--- src/rtl/pcc_pkg.sv ---
// Purpose: shared constants and types for the capture/compare/pwm unit
// Assumes: apb byte addresses, one aligned 32-bit word per register
// Notes:   mode codes, register map, field positions and reset values
package pcc_pkg;
  // ------------------------------------------------------------
  // register map
  // ------------------------------------------------------------
  localparam int          AW         = 8;
  localparam logic [7:0]  A_MODE     = 8'h00;
  localparam logic [7:0]  A_DHI      = 8'h04;
  localparam logic [7:0]  A_SHD      = 8'h08;
  localparam logic [7:0]  A_PER      = 8'h0C;
  localparam logic [7:0]  A_TCTL     = 8'h10;
  localparam logic [7:0]  A_CNT      = 8'h14;
  localparam logic [7:0]  A_FLAG     = 8'h18;
  localparam logic [7:0]  A_DIR      = 8'h1C;
  localparam logic [7:0]  MODE_RST   = 8'h00;
  localparam logic [7:0]  PER_RST    = 8'hFF;
  localparam logic [7:0]  BYTE_RST   = 8'h00;
  localparam logic [1:0]  FLAG_RST   = 2'h0;
  localparam logic        DIR_RST    = 1'b1;
  localparam int          FL_PERIOD  = 0;
  localparam int          FL_EVENT   = 1;
  // ------------------------------------------------------------
  // mode field codes
  // ------------------------------------------------------------
  localparam logic [3:0]  M_OFF      = 4'h0;
  localparam logic [3:0]  M_TOG      = 4'h2;
  localparam logic [3:0]  M_CFALL    = 4'h4;
  localparam logic [3:0]  M_CRISE    = 4'h5;
  localparam logic [3:0]  M_C4       = 4'h6;
  localparam logic [3:0]  M_C16      = 4'h7;
  localparam logic [3:0]  M_SET      = 4'h8;
  localparam logic [3:0]  M_CLR      = 4'h9;
  localparam logic [3:0]  M_SWI      = 4'hA;
  localparam logic [3:0]  M_SPEC     = 4'hB;
  // ------------------------------------------------------------
  // timing
  // ------------------------------------------------------------
  localparam logic [1:0]  PS_1       = 2'h0;
  localparam logic [1:0]  PS_4       = 2'h1;
  localparam logic [3:0]  PRE_MAX1   = 4'h0;
  localparam logic [3:0]  PRE_MAX4   = 4'h3;
  localparam logic [3:0]  PRE_MAX16  = 4'hF;
  localparam logic [1:0]  PHASE_LAST = 2'h3;
  localparam logic [3:0]  CAP_LAST4  = 4'h3;
  localparam logic [3:0]  CAP_LAST16 = 4'hF;

  typedef struct packed {
    logic [3:0] postscale_select;
    logic       period_timer_run;
    logic [1:0] prescale_select;
  } pcc_tctl_t;

  function automatic logic pcc_is_pwm(input logic [3:0] m);
    return m[3:2] == 2'b11;
  endfunction

  function automatic logic pcc_is_cmp(input logic [3:0] m);
    return (m == M_TOG) || (m[3:2] == 2'b10);
  endfunction
endpackage

--- src/rtl/pcc_top.sv ---
// Purpose: capture/compare/pwm unit with apb register access
// Assumes: clk is the system clock; capture_timebase on the same clock
// Notes:   zero-wait apb slave, read data registered in the setup cycle
// How it works
// - wrap on limit: clear counter, set pin unless new duty is zero, latch duty
// - duty is high byte plus two low bits
// - duty writes apply at next period wrap
// - shadow duty is read-only in pwm mode
// - time base appends clock phase or prescaler bits
// - time base equals shadow duty: pin cleared
// - period is limit plus one, times four, times prescale
// - postscaler never affects pwm period
// - duty beyond period: pin left unchanged
// - sleep freezes counter, state and pin
// - reset: pin input, registers to defaults
// - mode zero resets unit; 0001, 0011 reserved
// - capture modes: fall, rise, every 4th, 16th
// - compare toggle, set, clear; set/clear raise flag
// - software-interrupt compare leaves pin undriven
// - special trigger: flag, timebase reset, converter start
// - mode 11xx is pwm
// - duty low bits ignored outside pwm
// - control cleared: pin released, output latch low
//
// Decided for this implementation: the address map and register access over APB.
`timescale 1ns/10ps
module pcc_top (
  input  wire logic        clk,              // system clock, 250 MHz
  input  wire logic        rst_n,            // sync reset, active low
  input  wire logic        psel,             // apb select
  input  wire logic        penable,          // apb access phase
  input  wire logic        pwrite,           // apb write
  input  wire logic [7:0]  paddr,            // apb byte address
  input  wire logic [31:0] pwdata,           // apb write data
  output logic      [31:0] prdata,           // apb read data
  output logic             pready,           // apb ready
  output logic             pslverr,          // apb error, unmapped
  input  wire logic        sleep,            // device sleep
  input  wire logic [15:0] capture_timebase, // capture/compare timer
  input  wire logic        adc_enable,       // converter enabled
  input  wire logic        pin_in,           // unit pin, input side
  output logic             pin_out,          // unit pin, output side
  output logic             pin_oe,           // unit pin drive enable
  output logic             timebase_reset,   // special trigger pulse
  output logic             adc_start         // conversion start pulse
);
  logic [7:0]          mode_q;
  logic [7:0]          dhi_q;
  logic [7:0]          shd_q;
  logic [1:0]          latch_q;
  logic [7:0]          per_q;
  pcc_pkg::pcc_tctl_t  tctl_q;
  logic [1:0]          flag_q;
  logic                dir_q;
  logic                pin_q;
  logic                cmp_q;
  logic [3:0]          mode;
  logic                pwm;
  logic                cmp_mode;
  logic                wr;
  logic [7:0]          wb;
  logic [7:0]          count;
  logic [9:0]          timebase;
  logic                reload;
  logic                flag_set;
  logic                cap_ev;
  logic                cmp_now;
  logic                cmp_hit;
  logic [9:0]          duty_new;
  logic                duty_hit;
  logic                set_q;
  logic [14:0]         gap_q;
  logic                gap_ok_q;

  // ------------------------------------------------------------
  // apb slave
  // ------------------------------------------------------------
  function automatic logic addr_ok(input logic [7:0] a);
    return a[1:0] == 2'b00 && a <= pcc_pkg::A_DIR;
  endfunction

  assign pready  = 1'b1;
  assign pslverr = psel && penable && !addr_ok(paddr);
  assign wr      = psel && penable && pwrite && addr_ok(paddr);
  assign wb      = pwdata[7:0];

  always_ff @(posedge clk) begin
    if (!rst_n) begin
      prdata <= 32'h0000_0000;
    end else if (psel && !penable) begin
      unique case (paddr)
        pcc_pkg::A_MODE: prdata <= {24'h0, 2'b00, mode_q[5:0]};
        pcc_pkg::A_DHI:  prdata <= {24'h0, dhi_q};
        pcc_pkg::A_SHD:  prdata <= {24'h0, shd_q};
        pcc_pkg::A_PER:  prdata <= {24'h0, per_q};
        pcc_pkg::A_TCTL: prdata <= {25'h0, tctl_q};
        pcc_pkg::A_CNT:  prdata <= {24'h0, count};
        pcc_pkg::A_FLAG: prdata <= {30'h0, flag_q};
        pcc_pkg::A_DIR:  prdata <= {31'h0, dir_q};
        default:         prdata <= 32'h0000_0000;
      endcase
    end
  end

  // ------------------------------------------------------------
  // control registers
  // ------------------------------------------------------------
  assign mode     = mode_q[3:0];
  assign pwm      = pcc_pkg::pcc_is_pwm(mode);
  assign cmp_mode = pcc_pkg::pcc_is_cmp(mode);

  always_ff @(posedge clk) begin
    if (!rst_n) begin
      mode_q <= pcc_pkg::MODE_RST;
      per_q  <= pcc_pkg::PER_RST;
      tctl_q <= '0;
      dir_q  <= pcc_pkg::DIR_RST;
    end else if (wr) begin
      unique case (paddr)
        pcc_pkg::A_MODE: mode_q <= {2'b00, wb[5:0]};
        pcc_pkg::A_PER:  per_q  <= wb;
        pcc_pkg::A_TCTL: tctl_q <= wb[6:0];
        pcc_pkg::A_DIR:  dir_q  <= wb[0];
        default:         mode_q <= mode_q;
      endcase
    end
  end

  // ------------------------------------------------------------
  // period timer
  // ------------------------------------------------------------
  pcc_timebase u_tb (
    .clk       (clk),
    .rst_n     (rst_n),
    .tctl      (tctl_q),
    .sleep     (sleep),
    .limit     (per_q),
    .cnt_wr    (wr && paddr == pcc_pkg::A_CNT),
    .cnt_wdata (wb),
    .count     (count),
    .timebase  (timebase),
    .reload    (reload),
    .flag_set  (flag_set)
  );

  pcc_capture u_cap (
    .clk     (clk),
    .rst_n   (rst_n),
    .pin_in  (pin_in),
    .mode    (mode),
    .sleep   (sleep),
    .event_o (cap_ev)
  );

  // ------------------------------------------------------------
  // duty buffering
  // ------------------------------------------------------------
  assign duty_new = {dhi_q, mode_q[5:4]};
  // no match when duty exceeds the period, so the pin just stays
  assign duty_hit = pwm && (timebase == {shd_q, latch_q});

  always_ff @(posedge clk) begin
    if (!rst_n) begin
      dhi_q <= pcc_pkg::BYTE_RST;
    end else if (cap_ev) begin
      dhi_q <= capture_timebase[7:0];
    end else if (wr && paddr == pcc_pkg::A_DHI) begin
      dhi_q <= wb;
    end
  end

  always_ff @(posedge clk) begin
    if (!rst_n) begin
      shd_q   <= pcc_pkg::BYTE_RST;
      latch_q <= 2'b00;
    end else if (pwm && reload) begin
      shd_q   <= dhi_q;
      latch_q <= mode_q[5:4];
    end else if (cap_ev) begin
      shd_q   <= capture_timebase[15:8];
    end else if (!pwm && wr && paddr == pcc_pkg::A_SHD) begin
      shd_q   <= wb;
    end
  end

  // ------------------------------------------------------------
  // compare
  // ------------------------------------------------------------
  assign cmp_now = cmp_mode && !sleep && (capture_timebase == {shd_q, dhi_q});
  assign cmp_hit = cmp_now && !cmp_q;

  always_ff @(posedge clk) begin
    if (!rst_n || mode == pcc_pkg::M_OFF) begin
      cmp_q <= 1'b0;
    end else if (!sleep) begin
      cmp_q <= cmp_now;
    end
  end

  always_ff @(posedge clk) begin
    if (!rst_n) begin
      timebase_reset <= 1'b0;
      adc_start      <= 1'b0;
    end else begin
      timebase_reset <= cmp_hit && mode == pcc_pkg::M_SPEC;
      adc_start      <= cmp_hit && mode == pcc_pkg::M_SPEC && adc_enable;
    end
  end

  // ------------------------------------------------------------
  // output latch and pin
  // ------------------------------------------------------------
  // pin rises one cycle after the wrap, matching the one-cycle clear latency,
  // so the high time is exactly duty ticks of the time base
  always_ff @(posedge clk) begin
    if (!rst_n) begin
      set_q <= 1'b0;
    end else if (!sleep) begin
      set_q <= pwm && reload && duty_new != 10'h000;
    end
  end

  always_ff @(posedge clk) begin
    if (!rst_n || mode == pcc_pkg::M_OFF) begin
      pin_q <= 1'b0;
    end else if (pwm && !sleep) begin
      // set wins over a duty match in the same cycle
      if (set_q) begin
        pin_q <= 1'b1;
      end else if (duty_hit) begin
        pin_q <= 1'b0;
      end
    end else if (cmp_hit) begin
      unique case (mode)
        pcc_pkg::M_TOG: pin_q <= !pin_q;
        pcc_pkg::M_SET: pin_q <= 1'b1;
        pcc_pkg::M_CLR: pin_q <= 1'b0;
        default:        pin_q <= pin_q;
      endcase
    end
  end

  // reserved codes, capture, software and special modes leave the pin alone
  assign pin_oe  = !dir_q && (pwm || mode == pcc_pkg::M_TOG ||
                   mode == pcc_pkg::M_SET || mode == pcc_pkg::M_CLR);
  assign pin_out = pin_q;

  // ------------------------------------------------------------
  // flags, write one to clear, set wins
  // ------------------------------------------------------------
  always_ff @(posedge clk) begin
    if (!rst_n) begin
      flag_q <= pcc_pkg::FLAG_RST;
    end else begin
      if (wr && paddr == pcc_pkg::A_FLAG) begin
        flag_q <= flag_q & ~wb[1:0];
      end
      if (flag_set) begin
        flag_q[pcc_pkg::FL_PERIOD] <= 1'b1;
      end
      if (cap_ev || cmp_hit) begin
        flag_q[pcc_pkg::FL_EVENT] <= 1'b1;
      end
    end
  end

  // expected clocks between wraps: (limit + 1) * 4 * prescale
  function automatic logic [14:0] gap_len(input logic [7:0] lim, input logic [1:0] ps);
    logic [14:0] base;
    base = {5'h00, lim, 2'b00} + 15'h0004;
    unique case (ps)
      pcc_pkg::PS_1: return base;
      pcc_pkg::PS_4: return {base[12:0], 2'b00};
      default:       return {base[10:0], 4'h0};
    endcase
  endfunction

  // helper: clocks since the last wrap, trusted only across undisturbed periods
  always_ff @(posedge clk) begin
    if (!rst_n) begin
      gap_q    <= 15'h0000;
      gap_ok_q <= 1'b0;
    end else if (reload) begin
      gap_q    <= 15'h0001;
      gap_ok_q <= !wr;
    end else begin
      gap_q    <= gap_q + 15'h0001;
      if (wr || sleep || !tctl_q.period_timer_run) begin
        gap_ok_q <= 1'b0;
      end
    end
  end
endmodule

--- src/rtl/pcc_timebase.sv ---
// Purpose: instruction clock, prescaler, period counter and postscaler
// Assumes: clk is the system clock; sleep comes from same-clock logic
// Notes:   reload pulses on the step where the counter wraps to zero
`timescale 1ns/10ps
module pcc_timebase (
  input  wire logic              clk,        // system clock
  input  wire logic              rst_n,      // sync reset, active low
  input  wire pcc_pkg::pcc_tctl_t tctl,      // period timer control
  input  wire logic              sleep,      // freeze all counting
  input  wire logic [7:0]        limit,      // period limit
  input  wire logic              cnt_wr,     // software counter write
  input  wire logic [7:0]        cnt_wdata,  // counter write data
  output logic      [7:0]        count,      // period counter
  output logic      [9:0]        timebase,   // 10-bit time base
  output logic                   reload,     // counter wraps this cycle
  output logic                   flag_set    // postscaled match
);
  logic [1:0] phase_q;
  logic [3:0] pre_q;
  logic [3:0] post_q;
  logic [3:0] pre_max;
  logic       tick;
  logic       step;

  // ------------------------------------------------------------
  // prescaled instruction tick
  // ------------------------------------------------------------
  always_comb begin
    unique case (tctl.prescale_select)
      pcc_pkg::PS_1: pre_max = pcc_pkg::PRE_MAX1;
      pcc_pkg::PS_4: pre_max = pcc_pkg::PRE_MAX4;
      default:       pre_max = pcc_pkg::PRE_MAX16;
    endcase
  end

  assign tick = (phase_q == pcc_pkg::PHASE_LAST);
  assign step = tick && tctl.period_timer_run && !sleep && (pre_q == pre_max);
  assign reload = step && (count == limit);
  // postscaler only paces the flag, never the counter
  assign flag_set = reload && (post_q == tctl.postscale_select);

  always_ff @(posedge clk) begin
    if (!rst_n) begin
      phase_q <= 2'h0;
    end else if (!sleep) begin
      phase_q <= phase_q + 2'h1;
    end
  end

  always_ff @(posedge clk) begin
    if (!rst_n) begin
      pre_q <= 4'h0;
    end else if (tick && tctl.period_timer_run && !sleep) begin
      pre_q <= (pre_q == pre_max) ? 4'h0 : pre_q + 4'h1;
    end
  end

  always_ff @(posedge clk) begin
    if (!rst_n) begin
      count <= pcc_pkg::BYTE_RST;
    end else if (cnt_wr) begin
      count <= cnt_wdata;
    end else if (step) begin
      count <= (count == limit) ? pcc_pkg::BYTE_RST : count + 8'h01;
    end
  end

  always_ff @(posedge clk) begin
    if (!rst_n) begin
      post_q <= 4'h0;
    end else if (reload) begin
      post_q <= flag_set ? 4'h0 : post_q + 4'h1;
    end
  end

  // low bits: clock phase at 1:1, prescaler bits 1:0 at 1:4, prescaler bits 3:2 otherwise
  always_comb begin
    unique case (tctl.prescale_select)
      pcc_pkg::PS_1: timebase = {count, phase_q};
      pcc_pkg::PS_4: timebase = {count, pre_q[1:0]};
      default:       timebase = {count, pre_q[3:2]};
    endcase
  end
endmodule

--- src/rtl/pcc_capture.sv ---
// Purpose: pin edge detection and capture event prescaling
// Assumes: pin_in is asynchronous to clk
// Notes:   edge counter cleared while the unit is off
`timescale 1ns/10ps
module pcc_capture (
  input  wire logic       clk,     // system clock
  input  wire logic       rst_n,   // sync reset, active low
  input  wire logic       pin_in,  // unit pin level, asynchronous
  input  wire logic [3:0] mode,    // unit mode field
  input  wire logic       sleep,   // freeze
  output logic            event_o  // capture event pulse
);
  logic       s1_q;
  logic       s2_q;
  logic       s3_q;
  logic [3:0] edge_q;
  logic       rise;
  logic       fall;

  always_ff @(posedge clk) begin
    if (!rst_n) begin
      s1_q <= 1'b0;
      s2_q <= 1'b0;
      s3_q <= 1'b0;
    end else begin
      s1_q <= pin_in;
      s2_q <= s1_q;
      s3_q <= s2_q;
    end
  end

  assign rise = s2_q && !s3_q && !sleep;
  assign fall = !s2_q && s3_q && !sleep;

  always_ff @(posedge clk) begin
    if (!rst_n || mode == pcc_pkg::M_OFF) begin
      edge_q <= 4'h0;
    end else if (rise) begin
      edge_q <= edge_q + 4'h1;
    end
  end

  always_comb begin
    unique case (mode)
      pcc_pkg::M_CFALL: event_o = fall;
      pcc_pkg::M_CRISE: event_o = rise;
      pcc_pkg::M_C4:    event_o = rise && (edge_q[1:0] == pcc_pkg::CAP_LAST4[1:0]);
      pcc_pkg::M_C16:   event_o = rise && (edge_q == pcc_pkg::CAP_LAST16);
      default:          event_o = 1'b0;
    endcase
  end
endmodule

--- config.mk ---
export PLATFORM = sky130hd
export DESIGN_NAME = pcc_top
export DESIGN_NICKNAME = d
export VERILOG_FILES = /design/src/rtl/pcc_pkg.sv /design/src/rtl/pcc_top.sv /design/src/rtl/pcc_timebase.sv /design/src/rtl/pcc_capture.sv
export SDC_FILE = /design/constraint.sdc
export NUM_CORES = 1
export LEC_CHECK = 0
export ABC_AREA = 1
export BUFFER_PORTS_ARGS = -buffer_cell sky130_fd_sc_hd__buf_2
export CAP_MARGIN = 20
export CORE_ASPECT_RATIO = 1.1
export CORE_MARGIN = 2
export CORE_UTILIZATION = 34
export DETAILED_ROUTE_END_ITERATION = 6
export GPL_ROUTABILITY_DRIVEN = 0
export SYNTH_ARGS = -nofsm -noshare
export SYNTH_HDL_FRONTEND = slang
export SYNTH_SLANG_ARGS = --single-unit
--- constraint.sdc ---
create_clock -name clk -period 1.8 [get_ports clk]
set_input_delay 0.36 -clock clk [delete_from_list [all_inputs] [get_ports clk]]
set_output_delay 0.36 -clock clk [all_outputs]
set_load 0.05 [all_outputs]
# Word-level counts from Yosys, hierarchy flattened
# Index checks and enable logic that the tools add are counted.
[word_totals] input_bits=64 out_inout_bits=38 ff_bits=104
[classes] n_addsub=5 bitwise=2 n_eq_ne=27 reduce_logical=65 order_cmp=1 n_mux=22
[op_table] operator="8-bit 2-to-1 mux" count=8
[op_table] operator="8-bit case mux with 8 select lines" count=1
[op_table] operator="8-bit by 5-bit equality test with 1-bit output, second input constant" count=4
[op_table] operator="1-bit logical AND" count=32
[op_table] operator="16-bit equality test" count=1
[op_table] operator="4-bit by 3-bit equality test with 1-bit output, second input constant" count=4
[op_table] operator="4-bit equality test, second input constant" count=4
[op_table] operator="8-bit by 4-bit equality test with 1-bit output, second input constant" count=2
[op_table] operator="4-bit by 1-bit adder with 4-bit output, second input constant" count=3
[op_table] operator="10-bit equality test" count=1
[op_table] operator="1-bit logical NOT" count=10
[op_table] operator="10-bit nonzero test" count=1
[op_table] operator="2-bit nonzero test" count=5
[op_table] operator="8-bit by 1-bit adder with 8-bit output, second input constant" count=1
[op_table] operator="2-bit equality test, second input constant" count=4
[op_table] operator="4-bit equality test" count=2
[op_table] operator="8-bit by 3-bit equality test with 1-bit output, second input constant" count=1
[op_table] operator="8-bit equality test" count=1
[op_table] operator="8-bit by 5-bit less-or-equal comparator with 1-bit output, second input constant" count=1
[op_table] operator="8-bit logical NOT" count=1
[op_table] operator="4-bit 2-to-1 mux" count=2
[op_table] operator="4-bit case mux with 2 select lines" count=1
[op_table] operator="2-bit AND reduction" count=4
[op_table] operator="1-bit logical OR" count=6
[op_table] operator="other kinds (16)" count=22

# Logic depth before layout (Yosys ltp)
[logic_depth] word_depth=8 depth_mapped=14 ltp_nobuf=13

# Modules after synthesis
# From an unflattened synthesis, not the netlist that was laid out.
[unflattened] cells_unflattened=845 area_unflattened_um2=5396.4
[modules_own_cells] module="pcc_top" cells_per_inst=536 area_each_um2=3485.8 instances=1 seq_area_each_um2=1101.1
[modules_own_cells] module="pcc_timebase" cells_per_inst=254 area_each_um2=1529.0 instances=1 seq_area_each_um2=360.3
[modules_own_cells] module="pcc_capture" cells_per_inst=55 area_each_um2=381.6 instances=1 seq_area_each_um2=140.1

# Worst setup path after synthesis
# No wires, ideal clock.
[synth_timing] path_kind="input -> register" from="input port sleep" to="register dhi_q[7]" path_slack_ps=154 arrival_ps=1533 setup_ps=113 cell_stages=12 cell_sequence="buf_6 > inv_6 > nand3b_4 > a211oi_4 > nand2_4 > inv_8 > nor2_8 > inv_4 > buf_12 > nor2_2 > o21ai_1 > inv_1"
[synth_via] elab_chain_len=5 elab_cells_between_ends=8 cone_classes="mux: 2; reduce/logical: 6"
[synth_lines] element="start: declaration" line="pcc_top.sv:38" text="input wire logic sleep,"
[synth_lines] element="1-bit logical NOT (*)" line="pcc_capture.sv:32, pcc_capture.sv:33"
[synth_lines] element="1-bit logical AND" line="pcc_capture.sv:32" text="assign rise = s2_q && !s3_q && !sleep;"
[synth_lines] element="1-bit logical AND, on equally long branches" line="pcc_capture.sv:48, pcc_capture.sv:47"
[synth_lines] element="1-bit case mux with 4 select lines (*)" line="pcc_capture.sv:44" text="unique case (mode)"
[synth_lines] element="8-bit 2-to-1 mux or 2-bit nonzero test (tied branches)"
[synth_lines] element="end signal: assignment" line="pcc_top.sv:164" text="dhi_q <= pcc_pkg::BYTE_RST;"
[synth_lines] element="end signal: assignment" line="pcc_top.sv:166" text="dhi_q <= capture_timebase[7:0];"
[synth_lines] element="end signal: assignment" line="pcc_top.sv:168" text="dhi_q <= wb;"
[synth_lines] element="end: declaration" line="pcc_top.sv:48" text="logic [7:0] dhi_q;"
# Every way passes the cells marked *; elsewhere a longest branch is shown, timed or not.
# A chain may end at the register's enable or synchronous reset.

# Final worst setup path
[layout_timing] from="register u_tb.count[6]" to="register shd_q[1]"
[layout_via] elab_chain_len=4 elab_cells_between_ends=5 cone_classes="eq/ne: 1; mux: 1; reduce/logical: 3"
[layout_lines] element="start: declaration" line="pcc_timebase.sv:13" text="output logic [7:0] count,"
[layout_lines] element="start signal: assignment" line="pcc_timebase.sv:60" text="count <= pcc_pkg::BYTE_RST;"
[layout_lines] element="start signal: assignment" line="pcc_timebase.sv:62" text="count <= cnt_wdata;"
[layout_lines] element="start signal: assignment" line="pcc_timebase.sv:64" text="count <= (count == limit) ? pcc_pkg::BYTE_RST : count + 8'h01;"
[layout_lines] element="8-bit equality test (*)" line="pcc_timebase.sv:38" text="assign reload = step && (count == limit);"
[layout_lines] element="1-bit logical AND (*)" line="pcc_timebase.sv:38"
[layout_lines] element="1-bit logical AND (*)" line="pcc_top.sv:176" text="end else if (pwm && reload) begin"
[layout_lines] element="3-bit nonzero test (no line) or 8-bit 2-to-1 mux (tied branches)"
[layout_lines] element="end signal: assignment" line="pcc_top.sv:174" text="shd_q <= pcc_pkg::BYTE_RST;"
[layout_lines] element="end signal: assignment" line="pcc_top.sv:177" text="shd_q <= dhi_q;"
[layout_lines] element="end signal: assignment" line="pcc_top.sv:180" text="shd_q <= capture_timebase[15:8];"
[layout_lines] element="end: declaration" line="pcc_top.sv:49" text="logic [7:0] shd_q;"
# Marked as above.

==> flow_metrics.env <==
export IMPL_cp_max_fo=8
export IMPL_met2_usage=0.3265
export IMPL_boundaryPins=102
export IMPL_dieArea_um2=16310
export IMPL_finalClockSkew_ns=0.008230
export IMPL_p_seq_frac=0.451
export IMPL_drt_first_iter_violations=363
export IMPL_dieHeight_um=133.7
export IMPL_syn_avg_cell_area_um2=6.704
export IMPL_path_cells="inv_2 > nand2_2 > nand4_1 > nor3_2 > nand2_2 > nor2_8 > nand2_4 > buf_12 > nand2_2 > nand2_2 > nor2_2 > nor2_1"
export IMPL_initial_core_util=0.3469
export IMPL_cp_required_ns=2.04
export IMPL_drive_gt1_frac=0.2508
export IMPL_critical_path_class="register to register"
export IMPL_cts_root_buffer="clkbuf_16"
export IMPL_p_switching_uw=1120
export IMPL_grt_ovfl_total=0
export IMPL_wl_per_cell_um=14.54
export IMPL_r2r_start="u_tb.count[6]$_SDFFE_PN0P_"
export IMPL_ant_nets=0
export IMPL_arrival_ns=2.00
export IMPL_drc_errors=0
export IMPL_timing_final_crit_share=0.9769
export IMPL_hold_viol=0
export IMPL_final_util=0.4271
export IMPL_dp_slack_ns=-0.06033
export IMPL_viasPerCell=4.780
export IMPL_fillers=1598
export IMPL_ir_drop_mv=0.3888
export IMPL_cts_htree_levels=3
export IMPL_synth_edf_count=0
export IMPL_met3_usage=0.04110
export IMPL_grt_pass1_wl_um=24960
export IMPL_grt_antenna_before_repair=0
export IMPL_dp_hpwl_um=12500
export IMPL_insertion_delay_ns=0.35
export IMPL_via_count=5205
export IMPL_fmax_mhz=568.7
export IMPL_cts_sinks=80
export IMPL_fin_ws_ns=0.04164
export IMPL_leakagePower_uw=0.003106
export IMPL_syn_area_um2=5202
export IMPL_slew_viol_final=0
export IMPL_critPathLaunchType="register"
export IMPL_area_growth_pct=23.11
export IMPL_core_area_um2=15000
export IMPL_r2r_slack_ns=0.04
export IMPL_hp_class="input pin to register"
export IMPL_yosysWarnings=0
export IMPL_diodes=0
export IMPL_grtUsageMet1=0.2568
export IMPL_yosysTopAreaCell="dfxtp_1"
export IMPL_clkPwrFrac=0.448
export IMPL_path_clk_slew_ns=0.07
export IMPL_setup_tns_ns=0
export IMPL_p_per_area_nw_per_um2=615.2
export IMPL_cp_common_cell="nand2_2"
export IMPL_period_needed_ns=1.758
export IMPL_totalWireLength_um=15830
export IMPL_die_width_um=121.9
export IMPL_swShare=0.2842
export IMPL_cpMaxStageDelayCell="dfxtp_4"
export IMPL_worstSetupEndpointType="register"
export IMPL_grtUsageTotal=0.2003
export IMPL_syn_inst=776
export IMPL_synth_cell_types=46
export IMPL_p_int_uw=2820
export IMPL_rsz0062_at_grt="true"
export IMPL_grt_start_max_net_pins=40
export IMPL_clk_path_buf_depth=2
export IMPL_nets=957
export IMPL_rr_worst_depth=12
export IMPL_busiest_layer="met2"
export IMPL_grt_pass1_vias=4809
export IMPL_placed_area_um2=5977
export IMPL_ys_ff_latch=80
export IMPL_power_frac_comb=0.101
export IMPL_tritoncts="yes"
export IMPL_portBuffers=52
export IMPL_numCtsBuffers=9
export IMPL_synth_top_area_frac=0.3078
export IMPL_crit_end="shd_q[1]$_SDFFE_PN0P_"
export IMPL_ys_flop_type="dfxtp_1"
export IMPL_ys_top_cells_by_area="dfxtp_1 (31%), nand2_1 (14%), inv_1 (7.1%), nor2_1 (5.5%), a21oi_1 (3.8%)"
export IMPL_drt_first_pass_iters=5
export IMPL_status="finished clean"
export IMPL_max_stage_delay_ns=0.39
export IMPL_drv_cap=0
export IMPL_regToRegEndpoint="shd_q[1]$_SDFFE_PN0P_"
export IMPL_layout_commonest_cell="nand2_1"
export IMPL_yosysSeqAreaShare=0.3078
export IMPL_most_common_layout_cells="nand2_1 (181), inv_1 (96), nor2_1 (72)"
export IMPL_finalInstanceArea_um2=6405
export IMPL_num_rows=47
export IMPL_finalSetupViolCount=0
export IMPL_crit_path_start="u_tb.count[6]$_SDFFE_PN0P_"
export IMPL_synthArstFlopShare=0
worst max-delay path, delay by kind of cell (launching register included):
family,cells,cell delay [ns]
buf+inv,2,0.21
simple gates,10,1.07
flops,1,0.39
worst min-delay path by stage:
stage                                      from               endpoint  depth (start not counted)
after floorplan           u_cap.s1_q$_SDFF_PN0_  u_cap.s2_q$_SDFF_PN0_                          2
final                                    pin_in  u_cap.s1_q$_SDFF_PN0_                          3
after global placement    u_cap.s1_q$_SDFF_PN0_  u_cap.s2_q$_SDFF_PN0_                          2
after global routing                     pin_in  u_cap.s1_q$_SDFF_PN0_                          3
after detailed placement  u_cap.s1_q$_SDFF_PN0_  u_cap.s2_q$_SDFF_PN0_                          2
after CTS                                pin_in  u_cap.s1_q$_SDFF_PN0_                          3
metal layers:
layer,routed length (µm),vias up,part of all wire
met5,0,-,0
met4,488,0,0.031
met3,943,29,0.060
li1,-,2668,-
met1,6904,2340,0.44
met2,7497,168,0.47
synth_stat cells (2+ instances only):
library cell,n
a21oi_1,39
a31oi_1,8
buf_2,6
buf_4,26
buf_6,5
clkbuf_1,5
conb_1,2
dfxtp_1,80
ha_1,5
inv_1,98
inv_2,9
nand2_1,189
nand2_2,12
nand2_4,3
nand3_1,39
nand4_1,15
nor2_1,76
nor2_2,5
nor2_4,7
nor2_8,3
nor3_1,11
nor3_4,3
nor3b_1,2
nor4_1,3
o211ai_1,7
o21ai_0,32
o21ai_1,20
o21ai_2,7
o22ai_1,11
o31ai_1,3
or2_2,3
xnor2_1,7
xor2_1,22
stage by stage:
| stage | cells | hold WS (ns) | power (µW) |
|---|---|---|---|
| finish | 1089 | 0.2051 | 3940 |
| CTS | 1082 | 0.2075 | 3973 |
| global route | 1089 | 0.2128 | 4089 |
| detailed placement | 1066 | 0.4013 | 2212 |
| floorplan | 799 | 0.3905 | 2119 |
| global placement | 1066 | 0.3932 | 2210 |
power by group through the flow:
stage | Combinational (µW) | Sequential [µW] | Clock [µW]
after detailed placement | 391 | 1820 | 0
after CTS | 391 | 1780 | 1800
after floorplan | 297 | 1820 | 0
after global routing | 428 | 1780 | 1880
final | 397 | 1780 | 1760
after global placement | 388 | 1820 | 0
cell type report:
class / instances / area, µm² / area share
clock buffers: 9 / 225.2 / 0.03516
clock inverters: 7 / 53.80 / 0.008400
inverters: 110 / 430.4 / 0.06720
multi-input cells: 566 / 3008 / 0.4696
flip-flops and latches: 80 / 1620 / 0.2530
well taps: 196 / 245.2 / 0.03829
repair buffers: 121 / 822.0 / 0.1283
logic make-up after synthesis:
family          share of synthesized area
simple gates                       0.3425
fa+ha+maj                         0.01203
buf+inv                            0.1438
xor+xnor                          0.04882
flops                              0.3078
compound gates                     0.1436
other cells                      0.001444
repair_timing:
item                                    in CTS  in global routing
endpoints found under the setup margin       7                 25
hold buffers                                 0                  0
resized for setup                            8                 31
hold endpoints to repair                     0                  0
buffers inserted                             0                  7
pin swaps                                    0                 17
sequential cells by signal, summed over array words and instances, names as in the netlist, 2 cells and up:
register	flops
tctl_q	7
u_tb.phase_q	2
dhi_q	8
prdata	8
latch_q	2
u_tb.pre_q	4
mode_q	6
shd_q	8
u_tb.count	8
u_cap.edge_q	4
flag_q	2
u_tb.post_q	4
per_q	8
(Power assumes the default switching activity.)
